### src/scan_mode_defs.svh
// Purpose: Offsets, field positions, reset values and timing for the scan mode block
// Assumes: 32-bit classic Wishbone, 50 MHz clock
// Notes:   Included by its bare name; definitions only
`ifndef SCAN_MODE_DEFS_SVH
`define SCAN_MODE_DEFS_SVH

// Register byte offsets
`define REG_CTRL          8'h00
`define REG_CFG           8'h04
`define REG_STATUS        8'h08
`define REG_RESULT0       8'h0C
`define REG_RESULT1       8'h10

// Control register fields
`define CTRL_TRIG_SERIAL  0
`define CTRL_SW_START     1
`define CTRL_SW_STOP      2
`define CTRL_EVAL         3
`define CTRL_REFUSED      4

// Configuration register fields
`define CFG_AF_EN         0
`define CFG_AF_MODE       1
`define CFG_MIRROR        3
`define CFG_DEC_STD       5
`define CFG_DIST          8
`define CFG_ANGLE         16
`define CFG_RESET         32'h0000_0101

// Timing, in the unit given by the name
`define CLK_PERIOD_NS     20
`define MS_NS             1000000
`define READ_LED_MS       16'h0064
`define EVAL_PERIOD_MS    16'h07D0
`define FOCUS_TIMEOUT_MS  6'h1E
`define BLINK2_HALF_MS    16'h00FA
`define BLINK5_HALF_MS    16'h0064

// Evaluation figures
`define SCANS_PER_EVAL    7'h64
`define PARK_ANGLE        7'h32
`define QUAL_LOW          7'h1E
`define QUAL_MID          7'h46
`define QUAL_HIGH         7'h5A

`endif

### src/scan_mode_pkg.sv
// Purpose: Types shared by the scan mode block and its bench
// Assumes: Constants live in scan_mode_defs.svh
// Notes:   Enums carry no explicit codes
package scan_mode_pkg;

  typedef enum logic [1:0] {AF_MIN_DIST, AF_DIFF_BG, AF_TRACKING, AF_FIXED} af_mode_type;
  typedef enum logic [1:0] {MIRROR_OSC, MIRROR_ONESHOT, MIRROR_FIXED, MIRROR_SPARE} mirror_mode_type;
  typedef enum logic {MODE_READ, MODE_EVAL} dev_mode_type;
  typedef enum logic [1:0] {LED_OFF, LED_BLINK2, LED_BLINK5, LED_ON} led_pattern_type;

  typedef struct packed {
    logic [3:0]  read_status;
    logic [15:0] interval_duration;
    logic [6:0]  mean_quality;
    logic [7:0]  code_count;
    logic [2:0]  distance_config_number;
  } result_type;

  typedef struct packed {
    logic        osc_en;
    logic [6:0]  scan_angle_value;
    af_mode_type af_mode;
    logic [5:0]  focus_timeout_ms;
    logic        pref_last_object;
  } scan_setup_type;

endpackage : scan_mode_pkg

### src/scan_trigger_eval.sv
// Purpose: Reading trigger and percentage evaluation control for a line scanner
// Assumes: Inputs synchronous to clk; decoder reports one scan per scan_done pulse
// Notes:   Settings written here are volatile and return to defaults on reset
// Behaviour
// [RQ1] After reset the reading trigger comes from the sensor switching input.
// [RQ2] Serial trigger source, once selected, accepts start/stop until reset; code reverts to sensor on any CTRL write to byte 0 with bit 0 clear.
// [RQ3] Start command opens interval, lights sensor LED, enables scan line.
// [RQ4] Stop command closes interval, sensor LED off, laser off, result sent.
// [RQ5] After a result the read-result LED lights for 100 ms.
// [RQ6] Evaluation runs free, grouping 100 scans per quality figure.
// [RQ7] Evaluation emits one result every 2 s.
// [RQ8] All four result outputs stay inactive during evaluation.
// [RQ9] Host selects the standard decoder before entering evaluation.
// [RQ10] With autofocus, evaluation starts only in minimum distance or differential background; code also accepts tracking, refusing only fixed.
// [RQ11] Evaluation with autofocus fixes focus timeout 30 ms, prefers last object.
// [RQ12] Tracking autofocus runs as plain differential background during evaluation.
// [RQ13] Oscillating mirror stops and parks at angle value 50 during evaluation.
// [RQ14] One-shot mirror also parks at angle value 50 during evaluation.
// [RQ15] Fixed mirror position stays unchanged during evaluation.
// [RQ16] Entering evaluation extinguishes device-ready and starts continuous output.
// [RQ17] Read LED: off <30%, 2 Hz blink to 70%, 5 Hz to 90%, steady above.
// [RQ18] Evaluation results use the same record as reading mode.
// [RQ19] With autofocus the host picks distance configuration 1 for evaluation.
// [RQ20] Minimum distance focus targets the nearest object during evaluation.
// [RQ21] Record holds read status (0 = good), duration, quality, codes, configuration.
// [RQ22] LED pattern follows the last completed evaluation at each emitted result.
// [RQ23] Leaving evaluation restores mirror, focus, trigger and relights device-ready; code sets the trigger source from bit 0 of the exiting CTRL write.
`timescale 1ns/1ns
`include "scan_mode_defs.svh"

module scan_trigger_eval
  import scan_mode_pkg::*;
#(
  parameter int unsigned MS_CYCLES = `MS_NS / `CLK_PERIOD_NS
)
(
  // Clock and reset
  input  wire logic        clk,
  input  wire logic        rst_n,
  // Wishbone slave
  input  wire logic        wb_cyc_i,
  input  wire logic        wb_stb_i,
  input  wire logic        wb_we_i,
  input  wire logic [7:0]  wb_adr_i,
  input  wire logic [3:0]  wb_sel_i,
  input  wire logic [31:0] wb_dat_i,
  output logic      [31:0] wb_dat_o,
  output logic             wb_ack_o,
  // Switching input and decoder feedback
  input  wire logic        sensor_in,
  input  wire logic        scan_done,
  input  wire logic        scan_good,
  input  wire logic [6:0]  scan_quality,
  input  wire logic [7:0]  scan_codes,
  // Optics and indicators
  output logic             laser_on,
  output logic             sensor_led,
  output logic             read_led,
  output logic             ready_led,
  output logic      [3:0]  result_out,
  output scan_setup_type   scan_setup,
  // Result record towards the terminal interface
  output logic             result_valid,
  input  wire logic        result_ready,
  output result_type       result
);

  dev_mode_type    mode_q;
  led_pattern_type pattern_q;
  mirror_mode_type cfg_mirror;
  af_mode_type     cfg_af;
  logic [31:0]     cfg_q;
  logic [31:0]     rd_data;
  logic            trig_serial_q;
  logic            refused_q;
  logic            ack_q;
  logic            interval_q;
  logic            sensor_prev_q;
  logic            valid_q;
  logic [15:0]     ms_cnt_q;
  logic            ms_tick;
  logic [15:0]     dur_q;
  logic [15:0]     period_q;
  logic [15:0]     led_ms_q;
  logic [15:0]     blink_ms_q;
  logic            blink_q;
  logic            good_any_q;
  logic [6:0]      qual_q;
  logic [7:0]      codes_q;
  logic [6:0]      scan_cnt_q;
  logic [6:0]      good_cnt_q;
  logic [6:0]      last_pct_q;
  result_type      result_q;
  scan_setup_type  setup_q;
  logic            req;
  logic            wr;
  logic            wr_ctrl;
  logic            eval_allowed;
  logic            start_evt;
  logic            stop_evt;
  logic            emit_eval;
  logic            set_refused;

  function automatic logic hit(input logic [7:0] adr, input logic [7:0] off);
    hit = (adr[7:2] == off[7:2]);
  endfunction : hit

  function automatic logic [31:0] merge(input logic [31:0] old, input logic [31:0] nw, input logic [3:0] sel);
    logic [31:0] m;
    m = old;
    for (int i = 0; i < 4; i++)
    begin
      if (sel[i])
      begin
        m[i*8 +: 8] = nw[i*8 +: 8];
      end
    end
    merge = m;
  endfunction : merge

  function automatic led_pattern_type quality_pattern(input logic [6:0] pct);
    if (pct < `QUAL_LOW)
    begin
      quality_pattern = LED_OFF;
    end
    else if (pct <= `QUAL_MID)
    begin
      quality_pattern = LED_BLINK2;
    end
    else if (pct <= `QUAL_HIGH)
    begin
      quality_pattern = LED_BLINK5;
    end
    else
    begin
      quality_pattern = LED_ON;
    end
  endfunction : quality_pattern

  assign cfg_mirror = mirror_mode_type'(cfg_q[`CFG_MIRROR +: 2]);
  assign cfg_af     = af_mode_type'(cfg_q[`CFG_AF_MODE +: 2]);
  assign req        = wb_cyc_i & wb_stb_i & ~ack_q;
  assign wr         = req & wb_we_i;
  assign wr_ctrl    = wr & hit(wb_adr_i, `REG_CTRL) & wb_sel_i[0];
  assign ms_tick    = (ms_cnt_q == 16'(MS_CYCLES - 1));

  // Fixed focus is refused when autofocus is enabled; tracking is accepted and demoted below
  assign eval_allowed = cfg_q[`CFG_DEC_STD]                                      // see [RQ9]
                      & (~cfg_q[`CFG_AF_EN] | (cfg_af != AF_FIXED));             // see [RQ10]

  // Host start/stop commands count only while the serial port owns the trigger
  assign start_evt = (mode_q == MODE_READ) & ~interval_q
                   & (trig_serial_q ? (wr_ctrl & wb_dat_i[`CTRL_SW_START])       // see [RQ2]
                                    : (sensor_in & ~sensor_prev_q));             // see [RQ1]
  assign stop_evt  = (mode_q == MODE_READ) & interval_q
                   & (trig_serial_q ? (wr_ctrl & wb_dat_i[`CTRL_SW_STOP])
                                    : (~sensor_in & sensor_prev_q));
  assign emit_eval = (mode_q == MODE_EVAL) & ms_tick & (period_q == `EVAL_PERIOD_MS - 16'h0001);
  assign set_refused = wr_ctrl & wb_dat_i[`CTRL_EVAL] & (mode_q == MODE_READ) & ~eval_allowed;

  // Wishbone: one wait state, ack for every address, unmapped reads return zero
  always_ff @(posedge clk or negedge rst_n)
  begin
    if (!rst_n)
    begin
      ack_q    <= 1'b0;
      wb_dat_o <= 32'h0000_0000;
    end
    else
    begin
      ack_q    <= req;
      wb_dat_o <= req ? rd_data : wb_dat_o;
    end
  end

  assign wb_ack_o = ack_q;

  always_comb
  begin
    rd_data = 32'h0000_0000;
    if (hit(wb_adr_i, `REG_CTRL))
    begin
      rd_data = {27'h0, refused_q, mode_q == MODE_EVAL, 2'h0, trig_serial_q};
    end
    else if (hit(wb_adr_i, `REG_CFG))
    begin
      rd_data = cfg_q;
    end
    else if (hit(wb_adr_i, `REG_STATUS))
    begin
      rd_data = {16'h0, 1'b0, last_pct_q, pattern_q, ready_led, read_led, sensor_led, laser_on,
                 mode_q == MODE_EVAL, interval_q};
    end
    else if (hit(wb_adr_i, `REG_RESULT0))
    begin
      rd_data = {result_q.interval_duration, 12'h0, result_q.read_status};
    end
    else if (hit(wb_adr_i, `REG_RESULT1))
    begin
      rd_data = {9'h0, result_q.mean_quality, result_q.code_count, 5'h0, result_q.distance_config_number};
    end
  end

  // Volatile settings: a reset is the power cycle that reverts them
  always_ff @(posedge clk or negedge rst_n)
  begin
    if (!rst_n)
    begin
      trig_serial_q <= 1'b0;                                                     // see [RQ1]
      cfg_q         <= `CFG_RESET;
    end
    else
    begin
      if (wr_ctrl)
      begin
        trig_serial_q <= wb_dat_i[`CTRL_TRIG_SERIAL];                            // see [RQ2]
      end
      if (wr & hit(wb_adr_i, `REG_CFG))
      begin
        cfg_q <= merge(cfg_q, wb_dat_i, wb_sel_i);
      end
    end
  end

  // Mode: leaving evaluation simply stops the overrides, so stored settings reappear
  always_ff @(posedge clk or negedge rst_n)
  begin
    if (!rst_n)
    begin
      mode_q    <= MODE_READ;
      refused_q <= 1'b0;
    end
    else
    begin
      if (wr_ctrl & wb_dat_i[`CTRL_EVAL] & (mode_q == MODE_READ) & eval_allowed)
      begin
        mode_q <= MODE_EVAL;                                                     // see [RQ16]
      end
      else if (wr_ctrl & ~wb_dat_i[`CTRL_EVAL])
      begin
        mode_q <= MODE_READ;                                                     // see [RQ23]
      end
      // A new refusal wins over a clear written in the same cycle
      if (set_refused)
      begin
        refused_q <= 1'b1;
      end
      else if (wr_ctrl & wb_dat_i[`CTRL_REFUSED])
      begin
        refused_q <= 1'b0;
      end
    end
  end

  // Millisecond time base shared by every timer
  always_ff @(posedge clk or negedge rst_n)
  begin
    if (!rst_n)
    begin
      ms_cnt_q <= 16'h0000;
    end
    else
    begin
      ms_cnt_q <= ms_tick ? 16'h0000 : ms_cnt_q + 16'h0001;
    end
  end

  // Reading interval
  always_ff @(posedge clk or negedge rst_n)
  begin
    if (!rst_n)
    begin
      interval_q    <= 1'b0;
      sensor_prev_q <= 1'b0;
      dur_q         <= 16'h0000;
    end
    else
    begin
      sensor_prev_q <= sensor_in;
      if (start_evt)
      begin
        interval_q <= 1'b1;                                                      // see [RQ3]
        dur_q      <= 16'h0000;
      end
      else if (stop_evt | (mode_q == MODE_EVAL))
      begin
        interval_q <= 1'b0;                                                      // see [RQ4]
      end
      else if (interval_q & ms_tick & (dur_q != 16'hFFFF))
      begin
        dur_q <= dur_q + 16'h0001;
      end
    end
  end

  // Scan statistics: per interval in reading mode, per 100 scans in evaluation
  always_ff @(posedge clk or negedge rst_n)
  begin
    if (!rst_n)
    begin
      good_any_q <= 1'b0;
      qual_q     <= 7'h00;
      codes_q    <= 8'h00;
      scan_cnt_q <= 7'h00;
      good_cnt_q <= 7'h00;
      last_pct_q <= 7'h00;
    end
    else
    begin
      if (start_evt)
      begin
        good_any_q <= 1'b0;
        codes_q    <= 8'h00;
      end
      else if (scan_done)
      begin
        good_any_q <= good_any_q | scan_good;
        qual_q     <= scan_quality;
        codes_q    <= scan_good ? scan_codes : codes_q;
      end
      if (mode_q != MODE_EVAL)
      begin
        scan_cnt_q <= 7'h00;
        good_cnt_q <= 7'h00;
      end
      else if (scan_done & (scan_cnt_q == `SCANS_PER_EVAL - 7'h01))
      begin
        last_pct_q <= good_cnt_q + 7'(scan_good);                                // see [RQ6]
        scan_cnt_q <= 7'h00;
        good_cnt_q <= 7'h00;
      end
      else if (scan_done)
      begin
        scan_cnt_q <= scan_cnt_q + 7'h01;
        good_cnt_q <= good_cnt_q + 7'(scan_good);
      end
    end
  end

  // Result record and its hand-off; an unaccepted record is overwritten by the next
  always_ff @(posedge clk or negedge rst_n)
  begin
    if (!rst_n)
    begin
      result_q  <= '0;
      valid_q   <= 1'b0;
      period_q  <= 16'h0000;
      pattern_q <= LED_OFF;
    end
    else
    begin
      if (mode_q != MODE_EVAL)
      begin
        period_q <= 16'h0000;
      end
      else if (ms_tick)
      begin
        period_q <= emit_eval ? 16'h0000 : period_q + 16'h0001;                  // see [RQ7]
      end
      if (stop_evt)
      begin
        result_q.read_status            <= good_any_q ? 4'h0 : 4'h1;             // see [RQ21]
        result_q.interval_duration      <= dur_q;
        result_q.mean_quality           <= qual_q;
        result_q.code_count             <= codes_q;
        result_q.distance_config_number <= cfg_q[`CFG_DIST +: 3];
        valid_q                         <= 1'b1;                                 // see [RQ4]
      end
      else if (emit_eval)
      begin
        result_q.read_status            <= (last_pct_q != 7'h00) ? 4'h0 : 4'h1;  // see [RQ18]
        result_q.interval_duration      <= `EVAL_PERIOD_MS;
        result_q.mean_quality           <= last_pct_q;
        result_q.code_count             <= codes_q;
        result_q.distance_config_number <= cfg_q[`CFG_DIST +: 3];                // see [RQ19]
        valid_q                         <= 1'b1;                                 // see [RQ16]
        pattern_q                       <= quality_pattern(last_pct_q);          // see [RQ22]
      end
      else if (result_ready)
      begin
        valid_q <= 1'b0;
      end
    end
  end

  assign result_valid = valid_q;
  assign result       = result_q;

  // Read-result LED timers
  always_ff @(posedge clk or negedge rst_n)
  begin
    if (!rst_n)
    begin
      led_ms_q   <= 16'h0000;
      blink_ms_q <= 16'h0000;
      blink_q    <= 1'b0;
    end
    else
    begin
      if (stop_evt)
      begin
        led_ms_q <= `READ_LED_MS;                                                // see [RQ5]
      end
      else if (ms_tick & (led_ms_q != 16'h0000))
      begin
        led_ms_q <= led_ms_q - 16'h0001;
      end
      if (ms_tick)
      begin
        if (blink_ms_q >= ((pattern_q == LED_BLINK2) ? `BLINK2_HALF_MS : `BLINK5_HALF_MS) - 16'h0001)
        begin
          blink_ms_q <= 16'h0000;
          blink_q    <= ~blink_q;                                                // see [RQ17]
        end
        else
        begin
          blink_ms_q <= blink_ms_q + 16'h0001;
        end
      end
    end
  end

  // Optics overrides; recomputed every cycle so exit restores stored settings one cycle later
  always_ff @(posedge clk or negedge rst_n)
  begin
    if (!rst_n)
    begin
      setup_q <= '0;
    end
    else
    begin
      setup_q.osc_en           <= (mode_q == MODE_READ) & (cfg_mirror == MIRROR_OSC);  // see [RQ13]
      setup_q.scan_angle_value <= ((mode_q == MODE_EVAL) & (cfg_mirror != MIRROR_FIXED))
                                  ? `PARK_ANGLE : cfg_q[`CFG_ANGLE +: 7];        // see [RQ14] see [RQ15]
      setup_q.af_mode          <= ((mode_q == MODE_EVAL) & (cfg_af == AF_TRACKING))
                                  ? AF_DIFF_BG : cfg_af;                         // see [RQ12] see [RQ20]
      setup_q.focus_timeout_ms <= ((mode_q == MODE_EVAL) & cfg_q[`CFG_AF_EN])
                                  ? `FOCUS_TIMEOUT_MS : 6'h00;                   // see [RQ11]
      setup_q.pref_last_object <= (mode_q == MODE_EVAL) & cfg_q[`CFG_AF_EN];     // see [RQ11]
    end
  end

  assign scan_setup = setup_q;
  assign laser_on   = interval_q | (mode_q == MODE_EVAL);                        // see [RQ3] see [RQ6]
  assign sensor_led = interval_q;
  assign ready_led  = (mode_q == MODE_READ);                                     // see [RQ16] see [RQ23]

  always_comb
  begin
    read_led   = 1'b0;
    result_out = 4'h0;                                                           // see [RQ8]
    if (mode_q == MODE_EVAL)
    begin
      case (pattern_q)
        LED_OFF:    read_led = 1'b0;
        LED_BLINK2: read_led = blink_q;
        LED_BLINK5: read_led = blink_q;
        LED_ON:     read_led = 1'b1;
        default:    read_led = 1'b0;
      endcase
    end
    else if (led_ms_q != 16'h0000)
    begin
      read_led   = 1'b1;
      result_out = {2'h0, result_q.read_status != 4'h0, result_q.read_status == 4'h0};
    end
  end

endmodule : scan_trigger_eval

### config.mk
export PLATFORM = sky130hd
export DESIGN_NAME = scan_trigger_eval
export DESIGN_NICKNAME = d
export VERILOG_FILES = /design/src/scan_mode_pkg.sv /design/src/scan_trigger_eval.sv
export VERILOG_INCLUDE_DIRS = /design/src /design/src/src
export SDC_FILE = /design/constraint.sdc
export NUM_CORES = 1
export LEC_CHECK = 0
export BUFFER_PORTS_ARGS = -buffer_cell sky130_fd_sc_hd__buf_4
export CORE_UTILIZATION = 40
export DETAILED_ROUTE_END_ITERATION = 8
export GPL_ROUTABILITY_DRIVEN = 0
export PLACE_DENSITY = 0.7
export SYNTH_ARGS = -nofsm -noshare
export SYNTH_HDL_FRONTEND = slang
export SYNTH_SLANG_ARGS = --single-unit
export TNS_END_PERCENT = 5
### constraint.sdc
create_clock -name clk -period 2.7 [get_ports clk]
set_input_delay 0.27 -clock clk [delete_from_list [all_inputs] [get_ports clk]]
set_output_delay 0.27 -clock clk [all_outputs]
set_load 0.02 [all_outputs]
==> parameters.txt, run 1 <==
Parameter                              Value

Timing
  Final-layout setup total negative slack    -0.01651 ns
  Worst slew slack as a fraction of its limit    between 50% and 60%
  Number of endpoints failing setup at the final stage    1
  Skew final    between 0.02 and 0.025 ns
  Tightest hold margin    0.02332 ns
  Number of hold violations in the final report    0
  Maximum clock frequency    0.3681 GHz
  Measured slew at the worst slew-check pin    0.6376 ns
  Share of the cycle needed by the critical path after routing    100.6%
  Final worst path period need    2.717 ns
  Max-slew violations    0
  Setup repair after global routing missed its margin    true
  Minimum setup slack in the final design    -0.01651 ns

Power
  Total power divided by cell area    between 600 and 700 mW/mm^2
  VDD IR max    ~0.37 mV
  Cell leakage power    between 6 and 7 nW
  Overall power after layout    approximately 8.8 mW

Routing
  Total length of routed wires    between 20000 and 30000 um
  Post-route DRC violation count    0
  Vias post-DR    approximately 9.0k
  First drt pass iteration count    6
  Initial DRC count    around 640
  Wirelength per Cell    17.90 um
  Final antenna-violating net count    0
  Via count normalized by instance count    5.509

Placed design
  IO Port Bufs    roughly 160
  Dpl cell area    ~0.013 mm^2
  Placed insts    approximately 1.5k
  Half-perimeter wire length after placement    20440 um
  Placement-stage worst setup slack    roughly 0.24 ns

Yosys
  Proportion of netlist area held by the largest area contributor    53.33%
  Primary flip-flop cell chosen by synthesis mapping    dfrtp_1
  Cells taking the most area after synthesis    dfrtp_1 53%, mux2_2 5.6%, nor2_1 3.6%, nand2_1 2.7%, o21ai_0 2.5%
  #FFs+latches synth    ~240
  Top cell type by total area after synthesis    dfrtp_1
  Number of distinct library cells after synthesis    a little over 70
  Number of standard cells after synthesis    1048
  Number of synthesized flops with an enable pin    0
  Post-synth ARST share    100.0%
  Warning count from the yosys run    0
  Syn Std Cell Area    roughly 0.011 mm^2
  Sequential area share after synthesis    a little over half
  Mean instance size in the synthesized netlist    around 11 um^2

Worst hold path
  Tightest Hold Check Type    in2reg

Floorplan
  Placeable Area    around 0.027 mm^2
  Effective utilization at floorplan    about 41%
  Die height    168.0 um
  Row count    60
  IO Pins    about 170
  Floorplan die area    approximately 0.028 mm^2
  Die X    168.0 um

Cells and area
  Post-route insts no fill    1635
  Area growth from synthesis to layout    27.86%
  Final core area utilization    between 50% and 60%
  Final-stage net count    1357
  Fin area    between 0.01 and 0.015 mm^2
  FILL cells    2354
  Proportion of layout cells with a drive suffix above 1    between 20 and 30%

Worst setup path
  Highest fanout seen on the critical path    4
  CP Cell Sequence    or4_4 -> or4_4 -> a21o_1 -> buf_6
  Max incr delay on CP    approximately 0.58 ns
  Kind of start point of the critical path    flip-flop
  Combined buffer and inverter count along the critical path    1
  Required time of the critical path    around 2.4 ns
  Worst endpoint data arrival time    between 2 and 2.5 ns
  Family with the most delay on the worst path    simple AND/OR/NAND/NOR gates
  Kind of capture point of the worst setup path    output port
  Critical path class    reg2out
  Critical path's slowest cell    or4_4
  Most Frequent Cell on Critical Path    or4_4

Run status
  Violations in the final reports    negative setup slack
  Status    complete, but fails checks

CTS
  TritonCTS buffer count    26
  Root cell of the clock tree    clkbuf_16
  Number of buffers on the longest clock path    3
  Clock-pin slew of the registers on the worst-case setup and hold paths    0.07 ns
  Count of H-tree levels built during CTS    1
  Number of clock sinks    about 240
  Source-to-sink clock delay at the later pin of the worst-skew pair    approximately 0.54 ns
  CTS tree    yes

GRT
  Global Route Usage Sum    a little over a fifth
  Remaining Overflow, GRT    0
  First-pass GRT wire length    ~48000 um
  Number of antenna violations at the first check in global routing    1
  Vias in the first global route    between 8k and 9k
  Pin count of the biggest net entering global routing    71

Flow run
  Count of max-cap constraint violations    0
==> state kept, by name, indices dropped and copies added (netlist names), 2 cells and up <==
register and count:
codes_q 8, cfg_q 32, good_cnt_q 7, result 35, led_ms_q 16, blink_ms_q 16
last_pct_q 7, wb_dat_o 32, scan_cnt_q 7, pattern_q 2, scan_setup 11, period_q 16
qual_q 7, ms_cnt_q 16, dur_q 16
==> cells by family (layout without fill, tap and decap cells) <==
logic type | after synthesis | count (layout) | share of synthesized area [%]
multiplexers | 57 | 57 | 5.798
AND/OR/NAND/NOR | 384 | 384 | 18.42
other | 1 | 9 | 0.03401
adder cells (fa/ha/maj) | 17 | 17 | 1.929
buffers and inverters | 89 | 327 | 3.631
XOR/XNOR | 34 | 34 | 2.701
flip-flops | 237 | 237 | 53.81
AO/OA/AOI/OAI | 229 | 229 | 13.68
==> Yosys cell counts, drive strengths merged (23+ instances only) <==
library cell,number
nor2,108
o21ai,55
clkbuf,28
a22oi,23
nand4,25
buf,27
inv,34
nand3,41
nand2,78
mux2,55
a21oi,46
dfrtp,235
==> power by group <==
group / switching, mW / total [mW] / internal, mW
Sequential: 0.215 / 4.01 / 3.79
Clock: 1.44 / 3.50 / 2.06
Combinational: 0.688 / 1.26 / 0.571
Total: 2.35 / 8.77 / 6.43
==> per-layer routing <==
| metal | wire, um | part of all wire, % | global-route usage, % |
|---|---|---|---|
| met5 | 0 | 0 | 0 |
| met4 | 1093 | 3.7 | 8.935 |
| met3 | 1279 | 4.4 | 2.539 |
| met1 | 12870 | 44 | 27.97 |
| met2 | 14020 | 48 | 34.66 |
==> path summary, 6_finish.rpt <==
check                                 start            to  slack [ns]  cells after the start
worst max-delay path            led_ms_q[2]      read_led       -0.02                      4
min in group asynchronous             rst_n  wb_dat_o[29]        0.28                      2
worst min-delay path            wb_dat_i[3]      cfg_q[3]        0.02                      2
worst max register to register  ms_cnt_q[0]      dur_q[5]        0.23                      7
worst min register to register  ms_cnt_q[0]   ms_cnt_q[0]        0.45                      1
max in group asynchronous             rst_n   ms_cnt_q[8]        1.62                      3
==> cells in the final DEF (no fill, tap or decap), drive strengths merged, types with 17 or more instances in the layout <==
master,synthesis,final
ha,17,17
inv,34,34
o21ai,55,55
a22oi,23,23
nor2,108,108
nand4,25,25
nand3,41,41
xor2,21,21
mux2,55,55
or3,21,21
dlygate4sd3,0,49
a21oi,46,46
a31oi,20,20
buf,27,196
dfrtp,235,235
clkbuf,28,39
nand2,78,78
==> final cells by class <==
type                            instances  area, um^2  share of cell area, %
Sequential cell                       237        5933                  42.08
Multi-Input combinational cell        728        4753                  33.72
Timing Repair Buffer                  245        2014                  14.29
Clock buffer                           39       729.5                  5.174
Tap cell                              341       426.7                  3.026
Inverter                               34       127.6                 0.9052
Clock inverter                          9       108.9                 0.7721
Antenna cell                            2       5.005                0.03550
==> repair_timing <==
item,4_1_cts,5_1_grt
pin swaps,4,4
endpoints found under the setup margin,3,3
hold buffers,49,0
gates resized for setup,8,1
hold endpoints to repair,114,0
buffers inserted,5,4
Note: power is estimated with default switching activity, not from simulation.
==> inputs of run 2 (changes only) <==
- CORE_ASPECT_RATIO: unset -> 0.8
- CORE_UTILIZATION: 40 -> 27
- PLACE_DENSITY: 0.7 -> 0.55
==> run 2 against run 1 <==
Effect of this change: the run still ends with negative setup slack left; die area rose by 48%; sequential cell count unchanged; clock power rose by 2%; hold slack improved by 0.062 ns; count of clock-buffer cells in the layout down 6; power rose by 1.1%; routed wire length increased by 9.5%; clock skew rose by 0.0066 ns; fmax up 0.27%; final cell count rose by 12%.
==> parameters.txt, run 2 (synthesized netlist as in run 1, its figures left out) <==
Parameter                              Value

Run status
  Status    complete, but fails checks
  Violations in the final reports    negative setup slack

CTS
  Source-to-sink clock delay at the later pin of the worst-skew pair    0.55 ns (about the same)
  Root cell of the clock tree    clkbuf_16
  Number of buffers on the longest clock path    3 (unchanged)
  Clock-pin slew of the registers on the worst-case setup and hold paths    0.06 ns (about the same)
  Number of clock sinks    237 (unchanged)
  Count of H-tree levels built during CTS    1 (unchanged)
  TritonCTS buffer count    26 (unchanged)
  CTS tree    yes

Worst setup path
  Register-to-Register Path Depth    6 (-1)
  Kind of start point of the critical path    flip-flop
  End of the worst register-to-register path    result[9]
  R2R Setup Slk    0.27 ns (+0.04 ns)
  Highest fanout seen on the critical path    5 (+1)
  Startpoint of the most critical register-to-register path    period_q[5]
  Required time of the critical path    2.43 ns (about the same)
  Critical path class    reg2out
  Kind of capture point of the worst setup path    output port
  Worst endpoint data arrival time    2.44 ns (about the same)

Placed design
  Placed insts    1731 (+13%)
  Half-perimeter wire length after placement    23100 um (+13%)
  IO Port Bufs    155 (unchanged)

Cells and area
  Final core area utilization    36.28% (-16 points)
  Area of the multi-input gates    0.004760 mm^2 (+0.13%)
  Final-stage net count    1368 (+0.81%)
  FILL cells    3991 (+70%)
  Post-route insts no fill    1835 (+12%)
  Max FFs per register    35 (unchanged)
  Total area of sequential cells    0.005934 mm^2 (about the same)
  Area growth from synthesis to layout    31.12%
  Commonest non-fill, non-tap cells in the layout    234 x dfrtp_1, 198 x buf_4, 107 x nor2_1
  Proportion of layout cells with a drive suffix above 1    26.10% (+1.1 points)
  Most common cell after layout, fill and taps aside    dfrtp_1
  Antenna diode instance count    0 (-2)

Routing
  Met2 Routed Length    14790 um (+5.5%)
  Total length of routed wires    32030 um (+9.5%)
  Vias post-DR    9004 (-0.033%)
  Uppermost layer routed    met4
  Met3 wirelength from detailed routing    1151 um (-10%)
  Post-route DRC violation count    0 (unchanged)
  Final antenna-violating net count    0 (unchanged)
  Via count normalized by instance count    4.907 (-11%)
  Detailed-route wire length on metal 1    15250 um (+18%)
  Wirelength per Cell    17.46 um (-2.5%)
  Initial DRC count    474 (-25%)
  First drt pass iteration count    5 (-1)

Timing
  Number of hold violations in the final report    0 (unchanged)
  Maximum clock frequency    0.3691 GHz (+0.27%)
  Share of the cycle needed by the critical path after routing    100.3% (-0.27 points)
  Skew final    0.02891 ns (+0.006599 ns)
  Measured slew at the worst slew-check pin    0.6864 ns (+0.04887 ns)
  Worst slew slack as a fraction of its limit    53.81% (-3.3 points)
  Final worst path period need    2.709 ns (-0.007392 ns)
  Setup repair after global routing missed its margin    true
  Minimum setup slack in the final design    -0.009116 ns (+0.007392 ns)
  Number of endpoints failing setup at the final stage    2 (+1)
  Max-slew violations    0 (unchanged)

Power
  Cell leakage power    6.600 nW (+1.1%)
  Internal    6.466 mW (+0.62%)
  Net Sw Frac    27.13% (+0.37 points)
  VDD IR max    0.4145 mV (+11%)
  Switching power of the nets    2.407 mW (+2.5%)
  Total power divided by cell area    613.7 mW/mm^2 (-1.4%)
  Combinational group share of total power    14.3% (about the same)
  Share of power burned in the clock network    40.3% (+0.4 points)
  Fraction of power consumed by sequential logic    45.3% (-0.4 points)

Worst hold path
  Hold Path Origin    scan_good
  Tightest Hold Check Type    in2reg
  Hold depth    3 (+1)
  Hold EP    codes_q[1]

Flow run
  Count of max-cap constraint violations    0 (unchanged)

GRT
  Number of antenna violations at the first check in global routing    0 (-1)
  First-pass GRT wire length    51160 um (+7.6%)
  Global Route Usage Sum    15.33% (-5.7 points)
  Pin count of the biggest net entering global routing    80 (+13%)
  Vias in the first global route    8937 (+0.067%)
  Remaining Overflow, GRT    0 (unchanged)

Floorplan
  Die height    182.8 um (+8.8%)
  Placeable Area    0.03985 mm^2 (+47%)
  IO Pins    165 (unchanged)
  Die X    227.9 um (+36%)
  Row count    65 (+8.3%)
  Floorplan die area    0.04166 mm^2 (+48%)
  Effective utilization at floorplan    27.67% (-13 points)
[run 2: stage by stage]
step / instance area, um^2 / setup TNS [ns] / hold slack [ns] / setup slack [ns] / power [mW]
finish: 14460 / -0.01812 / 0.08528 / -0.009116 / 8.873
global route: 14460 / -0.1306 / 0.06579 / -0.06014 / 9.263
CTS: 14410 / -0.2000 / 0.05511 / -0.08360 / 9.008
detailed placement: 12990 / 0 / 0.2694 / 0.1679 / 5.300
global placement: 12990 / 0 / 0.2691 / 0.2325 / 5.284
floorplan: 11050 / 0 / -0.02559 / 0.3821 / 4.594
[run 2: power by group through the flow]
stage | Combinational [mW] | Sequential [mW] | Clock [mW]
2_1_floorplan | 0.356 | 4.24 | 0
3_3_place_gp | 1.21 | 4.08 | 0
3_5_place_dp | 1.22 | 4.08 | 0
4_1_cts | 1.29 | 4.02 | 3.69
5_1_grt | 1.38 | 4.05 | 3.83
6_report | 1.27 | 4.02 | 3.58
[run 2: layer usage]
metal | vias to the layer above | global-route usage [%]
li1 | 4262 | -
met1 | 4504 | 21.33
met2 | 194 | 24.80
met3 | 44 | 2.379
met4 | 0 | 4.134
met5 | - | 0
[run 2: layout make-up]
| cell class | count | share of cell area (%) |
|---|---|---|
| Clock buffer | 33 | 5.028 |
| Tap cell | 536 | 4.638 |
| Timing Repair Buffer | 256 | 14.62 |
| Multi-Input combinational cell | 728 | 32.92 |
| Clock inverter | 11 | 0.8653 |
| Sequential cell | 237 | 41.04 |
| Inverter | 34 | 0.8827 |
[run 2: worst max path at each step]
stage	startpoint	to	slack, ns	cells after the start
global placement	period_q[5]	result[8]	0.23	6
detailed placement	ms_cnt_q[12]	dur_q[10]	0.17	5
finish	led_ms_q[5]	result_out[0]	-0.009	4
CTS	led_ms_q[1]	read_led	-0.08	6
floorplan	led_ms_q[0]	led_ms_q[5]	0.38	8
global route	led_ms_q[5]	read_led	-0.06	4
[run 2: worst max-delay path, cell delays in order (launching register included)]
cell and delay, ns:
dfrtp_1 0.40, or4_4 0.58, or4_4 0.58, nor3b_2 0.18, buf_4 0.16
[run 2: repair_timing]
action                                 4_1_cts  5_1_grt
hold buffers                                51        0
buffers inserted                             3        6
pin swaps                                    4        3
setup endpoints to repair                    3        6
endpoints found under the hold margin      112        0
resized for setup                            9        3
